<file path="src/rtl/canm_pkg.sv">
package canm_pkg;

  // Register indices; byte address is four times the index
  localparam int unsigned REG_IDX_MODE = 0;
  localparam int unsigned REG_IDX_OPTION = 1;
  localparam int unsigned REG_IDX_TIMING0 = 2;
  localparam int unsigned REG_IDX_TIMING1 = 3;
  localparam int unsigned REG_IDX_RXFLAG = 4;
  localparam int unsigned REG_IDX_RXIEN = 5;
  localparam int unsigned ADDR_W = 8;
  localparam logic [7:0] ADDR_MODE = 8'(REG_IDX_MODE * 4);
  localparam logic [7:0] ADDR_OPTION = 8'(REG_IDX_OPTION * 4);
  localparam logic [7:0] ADDR_TIMING0 = 8'(REG_IDX_TIMING0 * 4);
  localparam logic [7:0] ADDR_TIMING1 = 8'(REG_IDX_TIMING1 * 4);
  localparam logic [7:0] ADDR_RXFLAG = 8'(REG_IDX_RXFLAG * 4);
  localparam logic [7:0] ADDR_RXIEN = 8'(REG_IDX_RXIEN * 4);

  // mode_request_control fields
  localparam int unsigned MODE_RX_FRAME = 7;
  localparam int unsigned MODE_RX_ACTIVE = 6;
  localparam int unsigned MODE_STOP_IN_WAIT = 5;
  localparam int unsigned MODE_BUS_SYNC = 4;
  localparam int unsigned MODE_TIMER = 3;
  localparam int unsigned MODE_WAKE_EN = 2;
  localparam int unsigned MODE_SLEEP_REQ = 1;
  localparam int unsigned MODE_INIT_REQ = 0;
  localparam logic [7:0] MODE_RESET = 8'h01;

  // option_and_handshake_control fields
  localparam int unsigned OPT_MODULE_EN = 7;
  localparam int unsigned OPT_CLK_SRC = 6;
  localparam int unsigned OPT_LOOPBACK = 5;
  localparam int unsigned OPT_MONITOR = 4;
  localparam int unsigned OPT_BUSOFF_REC = 3;
  localparam int unsigned OPT_WAKE_FILTER = 2;
  localparam int unsigned OPT_SLEEP_ACK = 1;
  localparam int unsigned OPT_INIT_ACK = 0;
  localparam logic [7:0] OPTION_RESET = 8'h11;

  // receive flag / enable fields
  localparam int unsigned RXF_WAKE = 7;
  localparam int unsigned RXF_ERR_LO = 2;
  localparam int unsigned RXF_ERR_HI = 5;
  localparam int unsigned RXIE_WAKE = 7;
  localparam logic [7:0] RXFLAG_RESET = 8'h00;
  localparam logic [7:0] RXIEN_RESET = 8'h00;
  localparam logic [7:0] TIMING_RESET = 8'h00;

  // Resynchronisation counts
  localparam int unsigned SYNC_RECESSIVE_BITS = 11;
  localparam int unsigned BUSOFF_SEQUENCES = 128;

  // Wake filter: least dominant pulse, rounded up to whole cycles
  localparam int unsigned CLK_HZ = 25_000_000;
  localparam int unsigned WAKE_FILTER_NS = 2000;
  localparam int unsigned WAKE_FILTER_CYCLES =
    (WAKE_FILTER_NS * (CLK_HZ / 1_000_000) + 999) / 1000;

  typedef enum logic [1:0] {
    CANM_RUN,
    CANM_SLEEP,
    CANM_INIT,
    CANM_SYNC
  } canm_mode_t;

endpackage

</file>
<file path="src/rtl/canm_bus_if.sv">
`timescale 1ns/1ps
interface canm_bus_if;
  logic bit_tick;
  logic rx_dominant;
  modport source (output bit_tick, output rx_dominant);
  modport sink (input bit_tick, input rx_dominant);
endinterface

</file>
<file path="src/rtl/canm_mode_control.sv">
// Summary of operation
// - Wake on bus traffic only when enabled
// - Sleep entered only when bus idle
// - Sleep acknowledge set on sleep entry
// - Sleep request set blocked by wake flag
// - Sleep ends by software or wake clear
// - Init request aborts traffic, drops sync
// - Init acknowledge set on init entry
// - Init entry resets control and flag registers, not wake enable or requests
// - Config registers writable only in init
// - Error counters untouched by init mode
// - Resync needs 11 recessive, bus-off 128 runs
// - Transmit recessive in stop or wait-stop
// - Transmit recessive at once on init request
// - Sleep request clear ignored until asleep
// - Init request clear ignored until in init
// - Option register layout and reset value
// - Bus synchronized status kept by controller
//
// The APB slave port was chosen for this implementation.
`timescale 1ns/1ps
module canm_mode_control
  import canm_pkg::*;
(
  input wire logic MCLK,
  input wire logic RESET,
  input wire logic PSEL,
  input wire logic PENABLE,
  input wire logic PWRITE,
  input wire logic [ADDR_W-1:0] PADDR,
  input wire logic [31:0] PWDATA,
  output logic [31:0] PRDATA,
  output logic PREADY,
  output logic PSLVERR,
  input wire logic CAN_RX,
  input wire logic BIT_TICK,
  input wire logic TX_BIT,
  input wire logic RX_ACTIVE,
  input wire logic RX_FRAME_DONE,
  input wire logic TX_BUFFERS_EMPTY,
  input wire logic BUS_OFF,
  input wire logic [3:0] ERR_STATE,
  input wire logic CPU_STOP,
  input wire logic CPU_WAIT,
  output logic CAN_TX,
  output logic INIT_MODE,
  output logic SLEEP_MODE,
  output logic BUS_SYNC,
  output logic ABORT_XFER,
  output logic TIMER_ENABLE,
  output logic WAKE_PENDING,
  output logic [7:0] OPTION_CTRL,
  output logic [7:0] BIT_TIMING_0,
  output logic [7:0] BIT_TIMING_1
);
  canm_bus_if bus ();
  canm_mode_t state_reg;
  canm_mode_t state_next;

  logic rx_frame_reg;
  logic stop_in_wait_reg;
  logic timer_reg;
  logic wake_enable_reg;
  logic sleep_request_reg;
  logic init_request_reg;
  logic init_ack_reg;
  logic sleep_ack_reg;
  logic sync_reg;
  logic [7:2] option_reg;
  logic [7:0] timing0_reg;
  logic [7:0] timing1_reg;
  logic wake_flag_reg;
  logic [7:0] rxien_reg;

  logic setup;
  logic wr_access;
  logic wr_mode;
  logic wr_option;
  logic wr_timing0;
  logic wr_timing1;
  logic wr_rxflag;
  logic wr_rxien;
  logic cfg_open;
  logic init_entry;
  logic wake_pulse;
  logic run_done;
  logic busoff_done;
  logic sync_done;
  logic tx_force;
  logic addr_ok;
  logic [7:0] rd_byte;

  assign bus.bit_tick = BIT_TICK;
  assign bus.rx_dominant = ~CAN_RX;

  // APB: setup cycle prepares answer, first access cycle completes
  assign setup = PSEL && !PENABLE;
  assign wr_access = PSEL && PENABLE && PWRITE && PREADY;
  assign wr_mode = wr_access && (PADDR == ADDR_MODE);
  assign wr_option = wr_access && (PADDR == ADDR_OPTION);
  assign wr_timing0 = wr_access && (PADDR == ADDR_TIMING0);
  assign wr_timing1 = wr_access && (PADDR == ADDR_TIMING1);
  assign wr_rxflag = wr_access && (PADDR == ADDR_RXFLAG);
  assign wr_rxien = wr_access && (PADDR == ADDR_RXIEN);
  assign cfg_open = init_request_reg && init_ack_reg;
  assign init_entry = (state_reg != CANM_INIT) && (state_next == CANM_INIT);

  always_comb begin
    addr_ok = 1'b1;
    case (PADDR)
      ADDR_MODE: rd_byte = {rx_frame_reg, RX_ACTIVE, stop_in_wait_reg, sync_reg,
                            timer_reg && !init_ack_reg, wake_enable_reg,
                            sleep_request_reg, init_request_reg};
      ADDR_OPTION: rd_byte = {option_reg, sleep_ack_reg, init_ack_reg};
      ADDR_TIMING0: rd_byte = timing0_reg;
      ADDR_TIMING1: rd_byte = timing1_reg;
      ADDR_RXFLAG: rd_byte = {wake_flag_reg, 1'b0, ERR_STATE, 2'b00};
      ADDR_RXIEN: rd_byte = rxien_reg;
      default: begin
        rd_byte = 8'h00;
        addr_ok = 1'b0;
      end
    endcase
  end

  always_ff @(posedge MCLK) begin
    if (RESET) begin
      PREADY <= 1'b0;
      PSLVERR <= 1'b0;
      PRDATA <= 32'h0000_0000;
    end else begin
      PREADY <= setup;
      PSLVERR <= setup && !addr_ok;
      if (setup) begin
        PRDATA <= {24'h00_0000, rd_byte};
      end
    end
  end

  // Mode sequencing; init has priority over every other request
  always_comb begin
    state_next = state_reg;
    case (state_reg)
      CANM_RUN: begin
        if (init_request_reg) begin
          state_next = CANM_INIT;
        end else if (sleep_request_reg && !RX_ACTIVE && TX_BUFFERS_EMPTY) begin
          state_next = CANM_SLEEP;
        end
      end
      CANM_SLEEP: begin
        if (init_request_reg) begin
          state_next = CANM_INIT;
        end else if (!sleep_request_reg) begin
          state_next = CANM_RUN;
        end
      end
      CANM_INIT: begin
        if (!init_request_reg) begin
          state_next = CANM_SYNC;
        end
      end
      CANM_SYNC: begin
        if (init_request_reg) begin
          state_next = CANM_INIT;
        end else if (sync_done) begin
          state_next = CANM_RUN;
        end
      end
      default: state_next = CANM_INIT;
    endcase
  end

  always_ff @(posedge MCLK) begin
    if (RESET) begin
      state_reg <= CANM_INIT;
    end else begin
      state_reg <= state_next;
    end
  end

  // Handshake answers track the mode actually in force
  always_ff @(posedge MCLK) begin
    if (RESET) begin
      init_ack_reg <= OPTION_RESET[OPT_INIT_ACK];
      sleep_ack_reg <= OPTION_RESET[OPT_SLEEP_ACK];
      sync_reg <= 1'b0;
    end else begin
      init_ack_reg <= (state_next == CANM_INIT);
      sleep_ack_reg <= (state_next == CANM_SLEEP);
      sync_reg <= (state_next == CANM_RUN);
    end
  end

  always_ff @(posedge MCLK) begin
    if (RESET) begin
      init_request_reg <= MODE_RESET[MODE_INIT_REQ];
    end else if (wr_mode) begin
      if (PWDATA[MODE_INIT_REQ]) begin
        init_request_reg <= 1'b1;
      end else if (init_ack_reg) begin
        init_request_reg <= 1'b0;
      end
    end
  end

  // Bus wake clears the request even if software touched it this cycle
  always_ff @(posedge MCLK) begin
    if (RESET) begin
      sleep_request_reg <= MODE_RESET[MODE_SLEEP_REQ];
    end else if (wake_pulse && wake_enable_reg) begin
      sleep_request_reg <= 1'b0;
    end else if (wr_mode) begin
      if (PWDATA[MODE_SLEEP_REQ] && !wake_flag_reg) begin
        sleep_request_reg <= 1'b1;
      end else if (!PWDATA[MODE_SLEEP_REQ] && sleep_ack_reg) begin
        sleep_request_reg <= 1'b0;
      end
    end
  end

  // Wake enable survives init entry; it governs the next sleep period
  always_ff @(posedge MCLK) begin
    if (RESET) begin
      wake_enable_reg <= MODE_RESET[MODE_WAKE_EN];
    end else if (wr_mode) begin
      wake_enable_reg <= PWDATA[MODE_WAKE_EN];
    end
  end

  always_ff @(posedge MCLK) begin
    if (RESET || init_entry) begin
      stop_in_wait_reg <= MODE_RESET[MODE_STOP_IN_WAIT];
      timer_reg <= MODE_RESET[MODE_TIMER];
    end else if (wr_mode) begin
      stop_in_wait_reg <= PWDATA[MODE_STOP_IN_WAIT];
      timer_reg <= PWDATA[MODE_TIMER];
    end
  end

  // Frame flag: write one clears, a new frame in the same cycle wins
  always_ff @(posedge MCLK) begin
    if (RESET || init_entry) begin
      rx_frame_reg <= MODE_RESET[MODE_RX_FRAME];
    end else if (RX_FRAME_DONE) begin
      rx_frame_reg <= 1'b1;
    end else if (wr_mode && PWDATA[MODE_RX_FRAME]) begin
      rx_frame_reg <= 1'b0;
    end
  end

  // Error-state fields are live inputs and never reset here
  always_ff @(posedge MCLK) begin
    if (RESET || init_entry) begin
      wake_flag_reg <= RXFLAG_RESET[RXF_WAKE];
    end else if (wake_pulse && wake_enable_reg) begin
      wake_flag_reg <= 1'b1;
    end else if (wr_rxflag && PWDATA[RXF_WAKE]) begin
      wake_flag_reg <= 1'b0;
    end
  end

  always_ff @(posedge MCLK) begin
    if (RESET || init_entry) begin
      rxien_reg <= RXIEN_RESET;
    end else if (wr_rxien) begin
      rxien_reg <= PWDATA[7:0];
    end
  end

  // Configuration registers locked outside initialization
  always_ff @(posedge MCLK) begin
    if (RESET) begin
      option_reg <= OPTION_RESET[7:2];
    end else if (wr_option && cfg_open) begin
      option_reg <= PWDATA[7:2];
    end
  end

  always_ff @(posedge MCLK) begin
    if (RESET) begin
      timing0_reg <= TIMING_RESET;
      timing1_reg <= TIMING_RESET;
    end else begin
      if (wr_timing0 && cfg_open) begin
        timing0_reg <= PWDATA[7:0];
      end
      if (wr_timing1 && cfg_open) begin
        timing1_reg <= PWDATA[7:0];
      end
    end
  end

  // Resync: runs of recessive bits, chained for bus-off recovery
  canm_run_counter #(
    .COUNT(SYNC_RECESSIVE_BITS),
    .W(4)
  ) u_recessive_run (
    .clk(MCLK),
    .rst(RESET),
    .clear(state_reg != CANM_SYNC),
    .event_in(BIT_TICK && CAN_RX),
    .break_in(BIT_TICK && !CAN_RX),
    .done(run_done)
  );

  canm_run_counter #(
    .COUNT(BUSOFF_SEQUENCES),
    .W(8)
  ) u_busoff_runs (
    .clk(MCLK),
    .rst(RESET),
    .clear(state_reg != CANM_SYNC),
    .event_in(run_done),
    .break_in(1'b0),
    .done(busoff_done)
  );

  assign sync_done = BUS_OFF ? busoff_done : run_done;

  canm_wake_filter u_wake (
    .clk(MCLK),
    .rst(RESET),
    .armed((state_reg == CANM_SLEEP) && wake_enable_reg),
    .filter_on(option_reg[OPT_WAKE_FILTER]),
    .bus(bus.sink),
    .wake(wake_pulse)
  );

  // A pending init write already forces recessive in the same cycle
  assign tx_force = init_request_reg || (wr_mode && PWDATA[MODE_INIT_REQ])
    || CPU_STOP || (CPU_WAIT && stop_in_wait_reg)
    || (state_reg != CANM_RUN) || option_reg[OPT_LOOPBACK]
    || option_reg[OPT_MONITOR] || !option_reg[OPT_MODULE_EN];

  always_ff @(posedge MCLK) begin
    if (RESET) begin
      CAN_TX <= 1'b1;
    end else begin
      CAN_TX <= tx_force ? 1'b1 : TX_BIT;
    end
  end

  always_ff @(posedge MCLK) begin
    if (RESET) begin
      ABORT_XFER <= 1'b0;
      INIT_MODE <= 1'b1;
      SLEEP_MODE <= 1'b0;
      BUS_SYNC <= 1'b0;
      TIMER_ENABLE <= 1'b0;
      WAKE_PENDING <= 1'b0;
    end else begin
      ABORT_XFER <= init_entry;
      INIT_MODE <= (state_next == CANM_INIT);
      SLEEP_MODE <= (state_next == CANM_SLEEP);
      BUS_SYNC <= (state_next == CANM_RUN);
      TIMER_ENABLE <= timer_reg && !init_ack_reg;
      WAKE_PENDING <= wake_flag_reg && rxien_reg[RXIE_WAKE];
    end
  end

  always_ff @(posedge MCLK) begin
    if (RESET) begin
      OPTION_CTRL <= OPTION_RESET;
      BIT_TIMING_0 <= TIMING_RESET;
      BIT_TIMING_1 <= TIMING_RESET;
    end else begin
      OPTION_CTRL <= {option_reg, sleep_ack_reg, init_ack_reg};
      BIT_TIMING_0 <= timing0_reg;
      BIT_TIMING_1 <= timing1_reg;
    end
  end
endmodule

</file>
<file path="src/rtl/canm_run_counter.sv">
`timescale 1ns/1ps
module canm_run_counter #(
  parameter int unsigned COUNT = 11,
  parameter int unsigned W = 8
) (
  input wire logic clk,
  input wire logic rst,
  input wire logic clear,
  input wire logic event_in,
  input wire logic break_in,
  output logic done
);
  logic [W-1:0] count_reg;

  // Restarts after each completed run so runs can be chained
  always_ff @(posedge clk) begin
    if (rst || clear || break_in) begin
      count_reg <= '0;
    end else if (event_in) begin
      if (count_reg == W'(COUNT - 1)) begin
        count_reg <= '0;
      end else begin
        count_reg <= count_reg + W'(1);
      end
    end
  end

  always_ff @(posedge clk) begin
    if (rst || clear || break_in) begin
      done <= 1'b0;
    end else begin
      done <= event_in && (count_reg == W'(COUNT - 1));
    end
  end
endmodule

</file>
<file path="src/rtl/canm_wake_filter.sv">
`timescale 1ns/1ps
module canm_wake_filter
  import canm_pkg::*;
#(
  parameter int unsigned FILTER_CYCLES = WAKE_FILTER_CYCLES
) (
  input wire logic clk,
  input wire logic rst,
  input wire logic armed,
  input wire logic filter_on,
  canm_bus_if.sink bus,
  output logic wake
);
  logic [15:0] low_reg;

  // Counts consecutive dominant samples while sleeping
  always_ff @(posedge clk) begin
    if (rst || !armed || !bus.rx_dominant) begin
      low_reg <= '0;
    end else if (low_reg != 16'hFFFF) begin
      low_reg <= low_reg + 16'h0001;
    end
  end

  // Filtered mode rejects short glitches on the idle bus
  always_ff @(posedge clk) begin
    if (rst || !armed) begin
      wake <= 1'b0;
    end else if (filter_on) begin
      wake <= bus.rx_dominant && (low_reg >= 16'(FILTER_CYCLES - 1));
    end else begin
      wake <= bus.rx_dominant;
    end
  end
endmodule

</file>
<file path="config.mk">
export PLATFORM = sky130hd
export DESIGN_NAME = canm_mode_control
export DESIGN_NICKNAME = d
export VERILOG_FILES = /design/src/rtl/canm_pkg.sv /design/src/rtl/canm_bus_if.sv /design/src/rtl/canm_mode_control.sv /design/src/rtl/canm_run_counter.sv /design/src/rtl/canm_wake_filter.sv
export SDC_FILE = /design/constraint.sdc
export NUM_CORES = 1
export LEC_CHECK = 0
export ABC_AREA = 1
export BUFFER_PORTS_ARGS = -buffer_cell sky130_fd_sc_hd__buf_2
export CELL_PAD_IN_SITES_DETAIL_PLACEMENT = 0
export CELL_PAD_IN_SITES_GLOBAL_PLACEMENT = 1
export CORE_MARGIN = 3
export CORE_UTILIZATION = 35
export CTS_BUF_LIST = sky130_fd_sc_hd__clkbuf_4
export DETAILED_ROUTE_END_ITERATION = 6
export PLACE_DENSITY = 0.81
export SYNTH_ARGS = -nofsm -noshare
export SYNTH_HDL_FRONTEND = slang
export SYNTH_SLANG_ARGS = --single-unit
</file>
<file path="constraint.sdc">
create_clock -name MCLK -period 1.4 [get_ports MCLK]
set_input_delay 0.28 -clock MCLK [delete_from_list [all_inputs] [get_ports MCLK]]
set_output_delay 0.28 -clock MCLK [all_outputs]
set_load 0.01 [all_outputs]
</file>
==> out/metrics.cfg <==
[run_status]
status=complete, but fails checks
violations=setup timing

[global_routing]
grt_pass1_vias=4041
grt_first_pass_wirelength_um=19770
use_met2_pct=28.97
grt_use_met1_pct=21.03
antenna_found_initial=0
gr-usage-met3_pct=2.719
grt_max_degree=24
track_usage_pct=16.78
grt_overflow=0
busiest_layer=met2

[drt]
drc_errors=0
viasPerCell=4.636
antenna_left=0
drt_pre_antenna_iters=5
totalWireLength_um=12430
routedWlPerCell_um=13.47
vias=4279
drtIter0Drc=266

[timing]
fmax_mhz=710.7
slew_violations=0
fin_crit_ns=1.407
hold_ws_ns=0.03863
hold_violations=0
final.setup_skew_ns=0.02550
setup-tns-final_ns=-0.007045
period_share_pct=100.5
setup_viol=1
rsz0062_at_grt=true
worst_slack_ns=-0.007045

[clock_tree]
clkTransAtPathRegs_ns=0.17
ctsHoldBuffers=0
clock_latency_ns=0.49
clock-sinks=111
root_buffer=clkbuf_4
htreeDepth=3
cts_tree=built
clk_path_buf_depth=2
numCtsBuffers=9

[setup_path]
worstPathArrival_ns=1.83
cp_max_fo=5
end_kind=register
regToRegSetupSlack_ns=-0.007
critical-path-max-stage-delay_ns=0.40
r2r_cells=8
crit_family=simple AND/OR/NAND/NOR gates
cp_common_cell=nor2_4
slowest_stage=dfxtp_4
cp_num_buf_inv=2
worstSetupEndpoint=u_wake.low_reg[4]
path_class=register to register
r2r_start=u_wake.low_reg[0]
crit_required_ns=1.82
cp_num_cells=8
critPathLaunch=u_wake.low_reg[0]
cp-start-kind=register
reg2reg_to=u_wake.low_reg[4]
crit_chain=ha_4 > nand3_4 > nor2_4 > inv_2 > nor2_4 > nand2_4 > buf_6 > a31oi_1

[floorplan]
core.rowCount=42
die_x_um=122.8
coreArea_um2=13300
die_h_um=122.8
initial_core_util_pct=35.92
dieArea_um2=15080
io_pins=123

[synth]
syn-instance-count=627
synth_edf_count=0
ys_ff_latch=111
ys.warnings.count=0
ys_seq_area_share_pct=46.53
synth-async-reset-ratio_pct=0
ys.flop_type=dfxtp_1
netlist_area_um2=4776
yosys.cell_types.count=44
avgSynthCellArea_um2=7.617

[power]
p_comb_share_pct=5.4
p_total_uw=4868
switching_share_pct=25.15
pwr_density_cell_nw_per_um2=839.3
p_sw_uw=1225
clkPwrFrac_pct=29.5
p_leak_uw=0.002576
seqPwrFrac_pct=65.2
peakVddDrop_uv=312.3
p_int_uw=3644

[placement]
hpwl_um=9221
port_buffers=74
globalplace.congestion=0.8404
dp_slack_ns=-0.1662

[job]
drv_cap=0

[layout]
multi_input_area_um2=2192
syn_to_final_growth_pct=21.46
drive_gt1_share_pct=27.04
largest_reg_flops=16
n_antenna_cell=0
nets=805
regArea_um2=2247
n_fill_cell=1383

[min_path]
holdCritPathClass=input port to register

power by group through the flow:
stage	logic [uW]	registers, uW	clock network, uW
floorplan	179	3250	0
global placement	257	3250	0
detailed placement	261	3250	0
CTS	261	3180	1480
global route	293	3180	1600
finish	261	3170	1430
placed cells by master (no fill, tap or decap), drive strengths merged, types with 5 or more instances in the layout:
cell / instances
buf: 118
nand2: 119
nand4: 5
or2: 6
dfxtp: 111
clkbuf: 11
conb: 24
a31oi: 8
nand3: 32
a21oi: 47
nor2: 85
inv: 80
clkinv: 5
nor3: 18
o21ai: 45
timing repair:
| item | 4_1_cts | 5_1_grt |
|---|---|---|
| endpoints found under the setup margin | 17 | 29 |
| cloned | 1 | 0 |
| gates resized for setup | 19 | 34 |
| pin swaps | 5 | 13 |
| buffers inserted | 3 | 4 |
cell families (layout without fill, tap and decap cells):
group | count (synthesis) | in the layout | share of synthesized area [%]
simple gates | 271 | 272 | 26.15
xor+xnor | 5 | 5 | 0.9171
buf+inv | 119 | 215 | 11.92
flops | 111 | 111 | 46.53
fa+ha+maj | 4 | 4 | 1.048
other cells | 1 | 24 | 0.07852
compound gates | 115 | 115 | 13.13
mux | 1 | 1 | 0.2358
how the worst min path moves through the flow:
stage,start,end,slack (ns),cells past startpoint
CTS,RX_FRAME_DONE,rx_frame_reg,0.00004,3
floorplan,TX_BIT,CAN_TX,0.40,2
finish,PWDATA[2],rxien_reg[2],0.04,3
global placement,timing1_reg[7],BIT_TIMING_1[7],0.45,2
global route,RX_FRAME_DONE,rx_frame_reg,0.01,3
detailed placement,timing0_reg[0],BIT_TIMING_0[0],0.45,2
worst reg2reg max path, cell delays in order (launching register included):
cell	delay, ns
dfxtp_4	0.40
ha_4	0.15
nand3_4	0.09
nor2_4	0.11
inv_2	0.06
nor2_4	0.13
nand2_4	0.11
buf_6	0.15
a31oi_1	0.16
metal layers:
| layer | part of all wire (%) | routed length (um) |
|---|---|---|
| met2 | 49 | 6105 |
| met3 | 5.0 | 616 |
| met4 | 1.5 | 185 |
| met5 | 0 | 0 |
| met1 | 44 | 5522 |
cell usage after synthesis (5+ instances only):
cell,count,share of area (%)
dfxtp_1,111,47
nand2_1,110,8.6
inv_2,5,0.39
a31oi_1,8,1.0
nor2_1,73,5.7
o21ai_1,6,0.63
nand3_1,30,3.1
buf_4,24,3.8
nor2_2,5,0.65
or2_2,5,0.65
nor2_4,7,1.7
nand4_1,5,0.65
o21ai_0,37,3.9
clkbuf_1,5,0.39
a21oi_1,47,4.9
nor3_1,16,1.7
inv_1,75,5.9
nand2_2,5,0.65
final cells by class:
type / count / share of cell area, %
clock buffer: 11 / 1.424
sequential: 111 / 38.74
inverter: 82 / 5.500
tap: 176 / 3.796
multi-input combinational: 421 / 37.79
clock inverter: 4 / 0.4098
timing repair buffer: 118 / 12.34
through the flow:
stage | instances | area (um^2) | util [%]
after global routing | 923 | 5801 | 43.63
after detailed placement | 900 | 5478 | 41.20
after global placement | 900 | 5478 | 41.20
after floorplan | 650 | 4865 | -
after CTS | 919 | 5677 | 42.70
final | 923 | 5801 | 43.63
Note: power is estimated with default switching activity, not from simulation.
